<file path="src/roc_defines.vh">
// constants for the offset-corrected rtc time base: register map, fields, timing
// assumes a 32-bit axi4-lite register bus and a 20 mhz system clock
`ifndef ROC_DEFINES_VH
`define ROC_DEFINES_VH

// register byte offsets
`define ROC_REG_CTRL        8'h00
`define ROC_REG_OFFSET      8'h04
`define ROC_REG_TIME        8'h08
`define ROC_REG_STATUS      8'h0c
`define ROC_REG_MASK        8'h10

// control fields
`define ROC_CTRL_STOP       0
`define ROC_CTRL_EXTERNAL_CLOCK_TEST_SELECT   1
`define ROC_CTRL_CIE        2
`define ROC_CTRL_COARSE     3
`define ROC_CTRL_W          4

// time fields
`define ROC_TIME_SEC_LSB    0
`define ROC_TIME_MIN_LSB    8
`define ROC_TIME_HOUR_LSB   16

// status and mask fields
`define ROC_ST_CORR         0
`define ROC_ST_SEC          1
`define ROC_ST_MIN          2
`define ROC_ST_W            3

// reset values
`define ROC_CTRL_RST        4'h0
`define ROC_OFFSET_RST      7'h00
`define ROC_MASK_RST        3'h0

// timing
`define ROC_CLK_HZ          20000000
`define ROC_BASE_HZ         64
`define ROC_MON_HZ          128
`define ROC_PRESC_BITS      6
`define ROC_LAST_MINUTE     59

`endif

</file>
<file path="src/roc_count.v">
// one modulo counter of the calendar chain with step, load and wrap
// assumes step and load come from logic on aclk
`timescale 1ns/1ps
module roc_count #(
   parameter         W    = 6,
   parameter [W-1:0] LAST = 6'h3b
) (
   // clock and reset
   input  wire         aclk,
   input  wire         aresetn,
   // control
   input  wire         step,
   input  wire         load,
   input  wire [W-1:0] load_val,
   // state
   output reg  [W-1:0] value,
   output wire         wrap
);

   assign wrap = step && (value == LAST);

   always @(posedge aclk) begin
      if (!aresetn) begin
         value <= {W{1'b0}};
      end else if (load) begin
         value <= load_val;
      end else if (wrap) begin
         value <= {W{1'b0}};
      end else if (step) begin
         value <= value + {{(W-1){1'b0}}, 1'b1};
      end
   end

endmodule

</file>
<file path="src/roc_top.v">
// offset-corrected rtc time base with external clock test mode and axi4-lite registers
// assumes the board tester drives the clock pin only while test mode is selected
//
// Contract
// - coarse: one pulse per minute in minutes 0-58; 61..64 give 2..5 in minute 59
// - with monitor enable, a 1/128 s interrupt pulse per applied correction
// - several corrections in a minute repeat monitor pulses every 1/64 s
// - correction touches the 1 hz clock only, faster rates untouched
// - setting external test select turns the clock pin into an input
// - test mode clocks the prescaler from the pin, 64 edges per second
// - test clock divided to 1 hz by a six-stage binary prescaler
// - stop clears the prescaler and holds it until stop is cleared
// - after stop release the first second comes at 32 edges, then every 64
// - test mode entry is not aligned to the 64 hz base; prescaler undefined
// - correction inserts or removes one 64 hz step, changing one second
// - coarse correction triggered hourly, one pulse per minute up to 60 minutes
//
// Added by the designer: the register addresses and the AXI4-Lite slave port.
`timescale 1ns/1ps
`include "roc_defines.vh"
module roc_top #(
   parameter BASE_DIV = `ROC_CLK_HZ / `ROC_BASE_HZ,
   parameter MON_DIV  = `ROC_CLK_HZ / `ROC_MON_HZ
) (
   // clock and reset
   input  wire        aclk,
   input  wire        aresetn,
   // axi4-lite write address
   input  wire [7:0]  s_axi_awaddr,
   input  wire        s_axi_awvalid,
   output reg         s_axi_awready,
   // axi4-lite write data
   input  wire [31:0] s_axi_wdata,
   input  wire [3:0]  s_axi_wstrb,
   input  wire        s_axi_wvalid,
   output reg         s_axi_wready,
   // axi4-lite write response
   output reg  [1:0]  s_axi_bresp,
   output reg         s_axi_bvalid,
   input  wire        s_axi_bready,
   // axi4-lite read address
   input  wire [7:0]  s_axi_araddr,
   input  wire        s_axi_arvalid,
   output reg         s_axi_arready,
   // axi4-lite read data
   output reg  [31:0] s_axi_rdata,
   output reg  [1:0]  s_axi_rresp,
   output reg         s_axi_rvalid,
   input  wire        s_axi_rready,
   // clock pin, open drain
   input  wire        clock_out_pin_i,
   output reg         clock_out_pin_o,
   output reg         clock_out_pin_oe_n,
   // time base outputs
   output reg         tick_1hz,
   output reg         tick_64hz,
   // interrupt
   output reg         irq
);

   localparam [31:0] BASE_LAST = BASE_DIV - 1;
   localparam [31:0] MON_LAST  = MON_DIV - 1;
   localparam        PW        = `ROC_PRESC_BITS;

   // registers
   reg [`ROC_CTRL_W-1:0] ctrl;
   reg [6:0]             offset;
   reg [`ROC_ST_W-1:0]   status;
   reg [`ROC_ST_W-1:0]   mask;

   wire stop_bit   = ctrl[`ROC_CTRL_STOP];
   wire external_clock_test_select   = ctrl[`ROC_CTRL_EXTERNAL_CLOCK_TEST_SELECT];
   wire correction_monitor_irq_enable        = ctrl[`ROC_CTRL_CIE];
   wire coarse     = ctrl[`ROC_CTRL_COARSE];

   // pin synchroniser and edge detect
   reg pin_meta;
   reg pin_sync;
   reg pin_last;

   always @(posedge aclk) begin
      if (!aresetn) begin
         // the pin idles high on its pull-up; a low reset value would fake an edge
         pin_meta <= 1'b1;
         pin_sync <= 1'b1;
         pin_last <= 1'b1;
      end else begin
         pin_meta <= clock_out_pin_i;
         pin_sync <= pin_meta;
         pin_last <= pin_sync;
      end
   end

   wire pin_rise = pin_sync && !pin_last;

   // internal 64 hz base, never corrected so it can feed fast timer sources
   reg [31:0] base_cnt;
   wire       base_en = (base_cnt == BASE_LAST);

   always @(posedge aclk) begin
      if (!aresetn) begin
         base_cnt <= 32'h0000_0000;
      end else if (base_en) begin
         base_cnt <= 32'h0000_0000;
      end else begin
         base_cnt <= base_cnt + 32'h0000_0001;
      end
   end

   // test mode swaps the step source with no alignment to the internal base
   wire step_src = external_clock_test_select ? pin_rise : base_en;

   // correction scheduling state
   reg [6:0] corr_left;
   reg [6:0] burst_left;
   reg       corr_neg;
   reg       corr_sign_pend;
   reg       new_minute;

   // prescaler: six binary stages, 1 hz tick on the 0 to 1 edge of the top stage
   reg  [PW-1:0] presc;
   reg  [PW-1:0] next_presc;
   reg           corr_apply;

   always @* begin
      next_presc = presc;
      corr_apply = 1'b0;
      if (step_src) begin
         if (burst_left != 7'h00) begin
            corr_apply = 1'b1;
            if (corr_neg) begin
               next_presc = presc;
            end else begin
               next_presc = presc + {{(PW-2){1'b0}}, 2'b10};
            end
         end else begin
            next_presc = presc + {{(PW-1){1'b0}}, 1'b1};
         end
      end
   end

   // cleared prescaler needs half its range to raise the top stage: 32 steps first
   wire sec_tick = !stop_bit && !presc[PW-1] && next_presc[PW-1];

   always @(posedge aclk) begin
      if (!aresetn) begin
         presc <= {PW{1'b0}};
      end else if (stop_bit) begin
         presc <= {PW{1'b0}};
      end else begin
         presc <= next_presc;
      end
   end

   // calendar chain
   wire [5:0] sec;
   wire [5:0] min;
   wire [4:0] hour;
   wire       sec_wrap;
   wire       min_wrap;
   reg        time_load;
   reg [31:0] time_val;

   roc_count #(.W(6), .LAST(6'h3b)) u_sec (
      .aclk     (aclk),
      .aresetn  (aresetn),
      .step     (sec_tick),
      .load     (time_load),
      .load_val (time_val[`ROC_TIME_SEC_LSB +: 6]),
      .value    (sec),
      .wrap     (sec_wrap)
   );

   roc_count #(.W(6), .LAST(6'h3b)) u_min (
      .aclk     (aclk),
      .aresetn  (aresetn),
      .step     (sec_wrap),
      .load     (time_load),
      .load_val (time_val[`ROC_TIME_MIN_LSB +: 6]),
      .value    (min),
      .wrap     (min_wrap)
   );

   roc_count #(.W(5), .LAST(5'h17)) u_hour (
      .aclk     (aclk),
      .aresetn  (aresetn),
      .step     (min_wrap),
      .load     (time_load),
      .load_val (time_val[`ROC_TIME_HOUR_LSB +: 5]),
      .value    (hour),
      .wrap     ()
   );

   // correction schedule, evaluated one cycle after a minute boundary
   wire [7:0] off_mag  = offset[6] ? (8'h00 - {1'b1, offset}) : {1'b0, offset};
   wire       trigger  = new_minute && (min == 6'h00) && (coarse || !hour[0]);
   wire [6:0] rem_src  = trigger ? off_mag[6:0] | {off_mag[7], 6'h00} : corr_left;
   wire       last_min = (min == `ROC_LAST_MINUTE);
   // coarse dumps the remainder into the last minute; otherwise one per minute
   wire [6:0] burst    = (coarse && last_min) ? rem_src
                         : {6'h00, (rem_src != 7'h00)};

   always @(posedge aclk) begin
      if (!aresetn) begin
         new_minute     <= 1'b0;
         corr_left      <= 7'h00;
         burst_left     <= 7'h00;
         corr_neg       <= 1'b0;
         corr_sign_pend <= 1'b0;
      end else begin
         new_minute <= sec_wrap;
         if (trigger) begin
            corr_sign_pend <= offset[6];
         end
         if (new_minute) begin
            corr_left  <= rem_src - burst;
            burst_left <= burst;
            corr_neg   <= trigger ? offset[6] : corr_sign_pend;
         end else if (corr_apply) begin
            burst_left <= burst_left - 7'h01;
         end
      end
   end

   // correction monitor pulse: 1/128 s wide; repeats fall on 1/64 s steps
   reg [31:0] mon_cnt;
   reg        mon_on;

   always @(posedge aclk) begin
      if (!aresetn) begin
         mon_cnt <= 32'h0000_0000;
         mon_on  <= 1'b0;
      end else if (corr_apply && correction_monitor_irq_enable) begin
         mon_cnt <= 32'h0000_0000;
         mon_on  <= 1'b1;
      end else if (mon_on) begin
         if (mon_cnt == MON_LAST) begin
            mon_on <= 1'b0;
         end else begin
            mon_cnt <= mon_cnt + 32'h0000_0001;
         end
      end
   end

   // axi4-lite write side
   wire        wr_go = s_axi_awready && s_axi_wready;
   reg  [31:0] wmask;
   reg  [`ROC_ST_W-1:0] st_clr;

   always @* begin
      wmask = {{8{s_axi_wstrb[3]}}, {8{s_axi_wstrb[2]}},
               {8{s_axi_wstrb[1]}}, {8{s_axi_wstrb[0]}}};
      st_clr = {`ROC_ST_W{1'b0}};
      if (wr_go && s_axi_awaddr == `ROC_REG_STATUS) begin
         st_clr = s_axi_wdata[`ROC_ST_W-1:0] & wmask[`ROC_ST_W-1:0];
      end
   end

   wire [31:0] time_now = {11'h000, hour, 2'b00, min, 2'b00, sec};

   always @* begin
      time_load = wr_go && (s_axi_awaddr == `ROC_REG_TIME);
      time_val  = (time_now & ~wmask) | (s_axi_wdata & wmask);
   end

   always @(posedge aclk) begin
      if (!aresetn) begin
         s_axi_awready <= 1'b0;
         s_axi_wready  <= 1'b0;
         s_axi_bvalid  <= 1'b0;
         s_axi_bresp   <= 2'b00;
         ctrl          <= `ROC_CTRL_RST;
         offset        <= `ROC_OFFSET_RST;
         mask          <= `ROC_MASK_RST;
      end else begin
         s_axi_awready <= s_axi_awvalid && s_axi_wvalid && !s_axi_bvalid && !wr_go;
         s_axi_wready  <= s_axi_awvalid && s_axi_wvalid && !s_axi_bvalid && !wr_go;
         if (wr_go) begin
            s_axi_bvalid <= 1'b1;
            s_axi_bresp  <= 2'b00;
            case (s_axi_awaddr)
               `ROC_REG_CTRL: begin
                  ctrl <= (ctrl & ~wmask[`ROC_CTRL_W-1:0])
                          | (s_axi_wdata[`ROC_CTRL_W-1:0] & wmask[`ROC_CTRL_W-1:0]);
               end
               `ROC_REG_OFFSET: begin
                  offset <= (offset & ~wmask[6:0]) | (s_axi_wdata[6:0] & wmask[6:0]);
               end
               `ROC_REG_MASK: begin
                  mask <= (mask & ~wmask[`ROC_ST_W-1:0])
                          | (s_axi_wdata[`ROC_ST_W-1:0] & wmask[`ROC_ST_W-1:0]);
               end
               `ROC_REG_TIME, `ROC_REG_STATUS: begin
                  s_axi_bresp <= 2'b00;
               end
               default: begin
                  s_axi_bresp <= 2'b10;
               end
            endcase
         end else if (s_axi_bready) begin
            s_axi_bvalid <= 1'b0;
         end
      end
   end

   // sticky status: a set in the clearing cycle wins
   wire [`ROC_ST_W-1:0] st_set = {sec_wrap, sec_tick, corr_apply};

   always @(posedge aclk) begin
      if (!aresetn) begin
         status <= {`ROC_ST_W{1'b0}};
      end else begin
         status <= (status & ~st_clr) | st_set;
      end
   end

   // axi4-lite read side
   reg [31:0] rd_val;
   reg        rd_ok;

   always @* begin
      rd_val = 32'h0000_0000;
      rd_ok  = 1'b1;
      case (s_axi_araddr)
         `ROC_REG_CTRL:   rd_val = {28'h0000000, ctrl};
         `ROC_REG_OFFSET: rd_val = {25'h0000000, offset};
         `ROC_REG_TIME:   rd_val = time_now;
         `ROC_REG_STATUS: rd_val = {29'h00000000, status};
         `ROC_REG_MASK:   rd_val = {29'h00000000, mask};
         default:         rd_ok  = 1'b0;
      endcase
   end

   always @(posedge aclk) begin
      if (!aresetn) begin
         s_axi_arready <= 1'b0;
         s_axi_rvalid  <= 1'b0;
         s_axi_rdata   <= 32'h0000_0000;
         s_axi_rresp   <= 2'b00;
      end else begin
         s_axi_arready <= s_axi_arvalid && !s_axi_rvalid && !s_axi_arready;
         if (s_axi_arready) begin
            s_axi_rvalid <= 1'b1;
            s_axi_rdata  <= rd_val;
            s_axi_rresp  <= rd_ok ? 2'b00 : 2'b10;
         end else if (s_axi_rready) begin
            s_axi_rvalid <= 1'b0;
         end
      end
   end

   // pin, tick and interrupt outputs
   always @(posedge aclk) begin
      if (!aresetn) begin
         clock_out_pin_o    <= 1'b0;
         clock_out_pin_oe_n <= 1'b1;
         tick_1hz           <= 1'b0;
         tick_64hz          <= 1'b0;
         irq                <= 1'b0;
      end else begin
         clock_out_pin_o    <= 1'b0;
         // open drain: pull low on the low half of the corrected 1 hz wave
         clock_out_pin_oe_n <= external_clock_test_select || presc[PW-1];
         tick_1hz           <= sec_tick;
         tick_64hz          <= base_en;
         irq                <= (|(status & mask)) || mon_on;
      end
   end

endmodule
</file>
<file path="config.mk">
export PLATFORM = sky130hd
export DESIGN_NAME = roc_top
export DESIGN_NICKNAME = d
export VERILOG_FILES = /design/src/roc_count.v /design/src/roc_top.v
export VERILOG_INCLUDE_DIRS = /design/src /design/src/src
export SDC_FILE = /design/constraint.sdc
export NUM_CORES = 1
export LEC_CHECK = 0
export BUFFER_PORTS_ARGS = -buffer_cell sky130_fd_sc_hd__buf_4
export CAP_MARGIN = 30
export CELL_PAD_IN_SITES_DETAIL_PLACEMENT = 2
export CELL_PAD_IN_SITES_GLOBAL_PLACEMENT = 2
export CORE_AREA = 3 3 149 151
export DETAILED_ROUTE_END_ITERATION = 16
export DIE_AREA = 0 0 152 154
export MAX_ROUTING_LAYER = met4
export PLACE_DENSITY_LB_ADDON = 0.1
export SYNTH_ARGS = -nofsm -noshare
export SYNTH_HDL_FRONTEND = slang
export SYNTH_SLANG_ARGS = --single-unit
</file>
<file path="constraint.sdc">
create_clock -name aclk -period 7.2 [get_ports aclk]
set_clock_uncertainty 0.15 [all_clocks]
set_input_delay 1.8 -clock aclk [delete_from_list [all_inputs] [get_ports aclk]]
set_output_delay 1.8 -clock aclk [all_outputs]
set_load 0.05 [all_outputs]
</file>
==> results of run 1 <==
cell usage after synthesis (8+ instances only):
cell type,count
nand2_1,68
ha_1,14
xnor2_1,45
xor2_1,29
nor3_1,28
dfxtp_1,153
a31oi_1,9
nor2_1,127
o21ai_0,25
a21oi_1,31
and2_1,9
buf_4,19
nand4_1,22
and3_1,12
mux2i_1,23
nor4_1,19
nand3_1,44
clkbuf_1,28
nand2b_1,9
and4_1,9
nor4b_1,10
buf_1,8
inv_1,31
a22o_1,14
critical path: cells and delay by family, from the launching register on:
family,cells,cell delay [ns]
AO/OA/AOI/OAI,3,0.83
buffers and inverters,1,0.06
flip-flops,1,0.88
adder cells (fa/ha/maj),2,0.49
AND/OR/NAND/NOR,4,1.34
multiplexers,1,0.55
where the power goes:
part	internal [mW]	switching, mW
clock network	0.568	0.388
registers	0.850	0.00441
logic	0.0269	0.0633
total	1.44	0.456
cell families (layout without fill, tap and decap cells):
logic type | Yosys count | count (layout) | share of synthesized area
muxes | 29 | 29 | 0.0391
and+or+nand+nor | 398 | 398 | 0.261
buffers and inverters | 88 | 145 | 0.0528
AOI/OAI and AO/OA | 158 | 158 | 0.146
DFF | 153 | 153 | 0.394
other | 1 | 17 | 0.000483
adders and majority gates | 14 | 14 | 0.0226
xor gates and xnor gates | 74 | 74 | 0.0835
area by class of cell:
type,instances,area [sq um]
timing repair buffer,82,616
fill,2376,11800
sequential,153,3060
clock buffer,19,453
clock inverter,13,169
tap,275,344
inverter,31,116
multi-input combinational,690,4360
metal layers:
layer / share of wire / track usage / up-vias
li1: - / - / 3359
met1: 0.47 / 0.279 / 3461
met2: 0.49 / 0.364 / 107
met3: 0.027 / 0.0341 / 27
met4: 0.012 / 0.0557 / 0
met5: 0 / - / -
per-stage QoR:
| step | std cells | instance area, sq um | total power, mW |
|---|---|---|---|
| final | 1263 | 9120 | 1.90 |
| after global routing | 1263 | 9120 | 1.97 |
| after CTS | 1263 | 9120 | 1.93 |
| after detailed placement | 1231 | 8500 | 0.964 |
| after global placement | 1229 | 8490 | 0.962 |
| after floorplan | 931 | 7830 | 0.932 |
path summary, 6_finish.rpt:
kind	to	slack, ns	from
worst max-delay path	corr_left[2]	2.84	new_minute
worst min-delay path	pin_sync	0.27	pin_meta
worst max register to register	corr_left[2]	2.84	new_minute
worst min register to register	pin_sync	0.27	pin_meta
cells in the final DEF, fill, tap and decap left out, types with 28 or more instances in the layout:
cell type,count
a21oi_1,31
buf_4,82
dfxtp_1,153
inv_1,31
nand2_1,68
nand3_1,44
nor2_1,127
nor3_1,28
xnor2_1,45
xor2_1,29
==> impl_metrics.py, run 1 <==
metrics = {
    "timing": {
        "tightestPinTransition_ns": 0.978,
        "max_slew_margin": 0.348,
        "hold_viol": 0,
        "setup_violations": 0,
        "fin_crit_sh": 0.605,
        "slew_viol_final": 0,
        "grt_setup_unrepaired": "false",
        "setup_tns_ns": 0,
        "period_needed_ns": 4.36,
        "final.setup.worst_slack_ns": 2.84,
        "whs_ns": 0.266,
        "fmax_mhz": 230,
    },
    "clock_network": {
        "clock-sinks": 153,
        "cts_tree": "done",
        "cts_buffers": 17,
        "cts-root-buf": "clkbuf_16",
        "cts_setup_buffers": 0,
        "path_clk_slew_ns": 0.06,
        "ctsHoldBuffers": 0,
        "cts_resized": 0,
        "clockBufferDepth": 2,
        "cts.htree.levels": 4,
        "clk_latency_ns": 0.43,
    },
    "floorplan": {
        "io_pins": 106,
        "die_h_um": 154,
        "die-area_sq_mm": 0.0234,
        "row_count": 53,
        "die_w_um": 152,
        "start_util": 0.371,
        "coreArea_sq_mm": 0.0210,
    },
    "routing": {
        "drtPass1Iterations": 4,
        "ant_nets": 0,
        "via_count": 6954,
        "detail_route.wl_per_cell_um": 19.5,
        "drcViolationCount": 0,
        "drtIter0Drc": 311,
        "via_per_inst": 5.51,
        "routed_wl_um": 24700,
    },
    "critical_path": {
        "crit_arrival_ns": 4.59,
        "end_kind": "flip-flop",
        "cpMaxStageDelayCell": "dfxtp_1",
        "crit_path_frequent_cell": "ha_1",
        "cp_cell_sequence": "or4b_1 -> or3_1 -> mux2i_2 -> a31o_2 -> nand3_1 -> ha_1 -> inv_1 -> ha_1 -> nor4_1 -> a2111oi_1 -> o21a_1",
        "critical_path_class": "reg -> reg",
        "reg2regPathDepth": 11,
        "path_max_fanout": 23,
        "worst_ep_required_time_ns": 7.43,
        "cp-start-kind": "flip-flop",
        "cp_slowest_stage_delay_ns": 0.88,
    },
    "global_routing": {
        "grt_max_degree": 48,
        "grt_pass1_wl_um": 40700,
        "grt_pass1_vias": 7525,
        "grt_usage": 0.218,
        "antenna_found_initial": 0,
        "grt_overflow": 0,
    },
    "synthesis": {
        "synth.distinct_cells": 80,
        "synth_edf_count": 0,
        "syn_area_sq_mm": 0.00777,
        "synth_top_area_cell": "dfxtp_1",
        "synth.area.top_cells": "dfxtp_1 39%, nor2_1 6.1%, xnor2_1 5.1%, nand2_1 3.3%, xor2_1 3.3%",
        "synth_top_area_share": 0.394,
        "synth-seq-area-share": 0.394,
        "synthArstFlopShare": 0,
        "syn_area_per_cell_sq_um": 8.49,
        "yosysWarnings": 0,
        "ys.flop_type": "dfxtp_1",
        "synth-seq-cells": 153,
        "syn_inst": 915,
    },
    "min_path": {
        "hold_path_depth": 1,
        "hold_path.class": "reg -> reg",
    },
    "cells_and_area": {
        "drive_gt1_frac": 0.138,
        "nNetsFinal": 1049,
        "diodes": 0,
        "syn_to_final_growth_pct": 17.5,
        "fin_util": 0.435,
    },
    "place": {
        "globalplace.congestion": 0.799,
        "io_buffers": 73,
        "dpl.hpwl_um": 17300,
        "pre_cts_slack_ns": 2.42,
    },
    "status": {
        "status": "finished, final reports clean",
    },
    "job": {
        "drv_cap": 0,
    },
    "pwr": {
        "vdd_ir_drop_max_mv": 0.142,
        "leakagePower_nw": 3.34,
        "power.density_mw_per_mm2": 208,
    },
}
No activity file was read; power rests on OpenSTA's default activity.
==> inputs of run 2 (changes only) <==
--- a/config.mk
+++ b/config.mk
@@ -10,9 +10,9 @@
 export CAP_MARGIN = 30
 export CELL_PAD_IN_SITES_DETAIL_PLACEMENT = 2
 export CELL_PAD_IN_SITES_GLOBAL_PLACEMENT = 2
-export CORE_AREA = 3 3 149 151
+export CORE_AREA = 3 3 163 165
 export DETAILED_ROUTE_END_ITERATION = 16
-export DIE_AREA = 0 0 152 154
+export DIE_AREA = 0 0 166 168
 export MAX_ROUTING_LAYER = met4
 export PLACE_DENSITY_LB_ADDON = 0.1
 export SYNTH_ARGS = -nofsm -noshare
==> constraint.sdc (replaced) <==
create_clock -name aclk -period 3.7 [get_ports aclk]
set_clock_uncertainty 0.15 [all_clocks]
set_input_delay 0.925 -clock aclk [delete_from_list [all_inputs] [get_ports aclk]]
set_output_delay 0.925 -clock aclk [all_outputs]
set_load 0.05 [all_outputs]
==> run 2 against run 1 <==
Against the previous run:
- via count rose by 0.17%
- first-iteration DRC count fell by 3.5%
- total power rose by 90%
- register-to-register slack got worse by 2.6 ns
- critical path depth rose by 1
- non-clock buffer count rose by 25
- critical path type unchanged
- critical endpoint unchanged
==> impl_metrics.py, run 2 (synthesis results as in run 1) <==
metrics = {
    "status": {
        "status": "finished, final reports clean",
    },
    "timing": {
        "final.setup.worst_slack_ns": 0.227,
        "slew_viol_final": 0,
        "period_needed_ns": 3.47,
        "setup_violations": 0,
        "hold_viol": 0,
        "grt_setup_unrepaired": "false",
        "setup_tns_ns": 0,
        "fmax_mhz": 288,
        "fin_crit_sh": 0.939,
        "max_slew_margin": 0.472,
        "tightestPinTransition_ns": 0.786,
    },
    "place": {
        "globalplace.congestion": 0.769,
        "io_buffers": 73,
        "dpl.hpwl_um": 18100,
        "pre_cts_slack_ns": 0.209,
    },
    "global_routing": {
        "grt_pass1_wl_um": 40500,
        "grt_usage": 0.184,
        "antenna_found_initial": 0,
        "grt_pass1_vias": 7366,
        "grt_max_degree": 47,
        "grt_overflow": 0,
    },
    "min_path": {
        "hold_path.class": "reg -> reg",
        "hold_end": "pin_sync",
        "hold_path_depth": 1,
        "hold_start": "pin_meta",
    },
    "clock_network": {
        "cts-root-buf": "clkbuf_16",
        "clock-sinks": 153,
        "cts.htree.levels": 4,
        "clockBufferDepth": 2,
        "clk_latency_ns": 0.43,
        "path_clk_slew_ns": 0.07,
        "cts_tree": "done",
        "cts_setup_buffers": 0,
        "cts_buffers": 17,
    },
    "pwr": {
        "netSwitchingPower_mw": 0.890,
        "p_comb_frac": 0.048,
        "leakagePower_nw": 3.44,
        "swShare": 0.246,
        "power.density_mw_per_mm2": 387,
        "pwr-share-seq": 0.460,
        "clock_power_share": 0.492,
        "vdd_ir_drop_max_mv": 0.208,
        "intPower_mw": 2.73,
    },
    "critical_path": {
        "cp-start-kind": "flip-flop",
        "critical_path_class": "reg -> reg",
        "end_kind": "flip-flop",
        "path_max_fanout": 14,
        "worst_ep_required_time_ns": 3.88,
        "reg2regPathDepth": 12,
        "crit_path_frequent_cell": "ha_1",
        "cpMaxStageDelayCell": "or4b_1",
        "r2r_slack_ns": 0.23,
        "crit_arrival_ns": 3.65,
        "cp_cell_sequence": "or4b_1 -> or3_1 -> buf_4 -> nor2b_1 -> a221o_1 -> nand3_1 -> ha_1 -> inv_1 -> ha_1 -> nor4_1 -> a2111oi_2 -> o21a_1",
        "cp_slowest_stage_delay_ns": 0.58,
        "r2r_end": "corr_left[2]",
    },
    "routing": {
        "via_count": 6966,
        "drtIter0Drc": 300,
        "routed_wl_um": 24500,
        "detail_route.wl_per_cell_um": 18.3,
        "via_per_inst": 5.19,
        "ant_nets": 0,
        "drtPass1Iterations": 4,
        "drcViolationCount": 0,
    },
    "floorplan": {
        "die-area_sq_mm": 0.0279,
        "die_h_um": 168,
        "coreArea_sq_mm": 0.0252,
        "io_pins": 106,
        "die_w_um": 166,
        "start_util": 0.308,
        "row_count": 58,
    },
    "cells_and_area": {
        "drive_gt1_frac": 0.158,
        "fillers": 2871,
        "syn_to_final_growth_pct": 20.3,
        "final_common_cell": "dfxtp_1",
        "diodes": 0,
        "nNetsFinal": 1074,
        "final_cell_mix": "153 x dfxtp_1, 127 x nor2_1, 107 x buf_4",
    },
    "job": {
        "drv_cap": 0,
    },
}
## run 2: cell types whose count changed in the layout (fill, tap and decap cells not counted)
cell,change
clkinv_1,+1
bufinv_16,-1
a2111oi_1,-1
clkinv_2,-1
clkinv_4,-2
inv_8,-1
inv_1,-1
buf_4,+25
clkbuf_8,-1
clkbuf_1,+1
inv_6,+4
a2111oi_2,+1
## run 2: through the flow
| step | hold WS [ns] | power [mW] | instance area (sq um) | util | cells |
|---|---|---|---|---|---|
| after floorplan | 0.236 | 1.81 | 7830 | - | 931 |
| after global placement | 0.250 | 1.88 | 8760 | 0.348 | 1311 |
| after detailed placement | 0.246 | 1.88 | 8760 | 0.348 | 1311 |
| after CTS | 0.267 | 3.68 | 9340 | 0.371 | 1342 |
| after global routing | 0.305 | 3.77 | 9350 | 0.371 | 1342 |
| final | 0.261 | 3.62 | 9350 | 0.371 | 1342 |
## run 2: worst max-delay path by stage
stage | cells after the start | end | from | slack, ns
6_report | 12 | corr_left[2] | flip-flop | 0.23
3_5_place_dp | 12 | corr_left[2] | flip-flop | 0.21
2_1_floorplan | 13 | corr_left[2] | flip-flop | 0.49
4_1_cts | 12 | corr_left[2] | flip-flop | 0.20
5_1_grt | 12 | corr_left[2] | flip-flop | 0.03
3_3_place_gp | 12 | corr_left[2] | flip-flop | 0.24
## run 2: worst max-delay path, delay by kind of cell (launching register included)
kind	cells	cell delay, ns
simple gates	5	1.59
compound gates	3	0.63
fa+ha+maj	2	0.43
flops	1	0.31
buf+inv	2	0.26
## run 2: layer usage
metal  vias up  wire length [um]  global-route usage
met5         -                 0                   -
met4         0               219              0.0434
met3        18               830              0.0352
met2       107             11500               0.299
met1      3430             11900               0.240
li1       3411                 -                   -
## run 2: final cells by class
cell class,count,area (sq um),area share
repair buffers,107,803,0.0859
clock inverters,12,140,0.0150
flip-flops and latches,153,3060,0.328
well taps,330,413,0.0442
clock buffers,19,443,0.0474
inverters,31,116,0.0124
multi-input cells,690,4370,0.467
## run 2: power groups by stage
stage	Clock, mW	Sequential, mW	Combinational, mW
floorplan	0	1.71	0.101
finish	1.78	1.66	0.175
CTS	1.84	1.66	0.178
global route	1.91	1.67	0.190
global placement	0	1.70	0.176
detailed placement	0	1.70	0.177
## run 2: what timing repair did
| item | in CTS | in global routing |
|---|---|---|
| gates resized for setup | 0 | 1 |
| endpoints found under the setup margin | 0 | 1 |
| hold buffers | 0 | 0 |
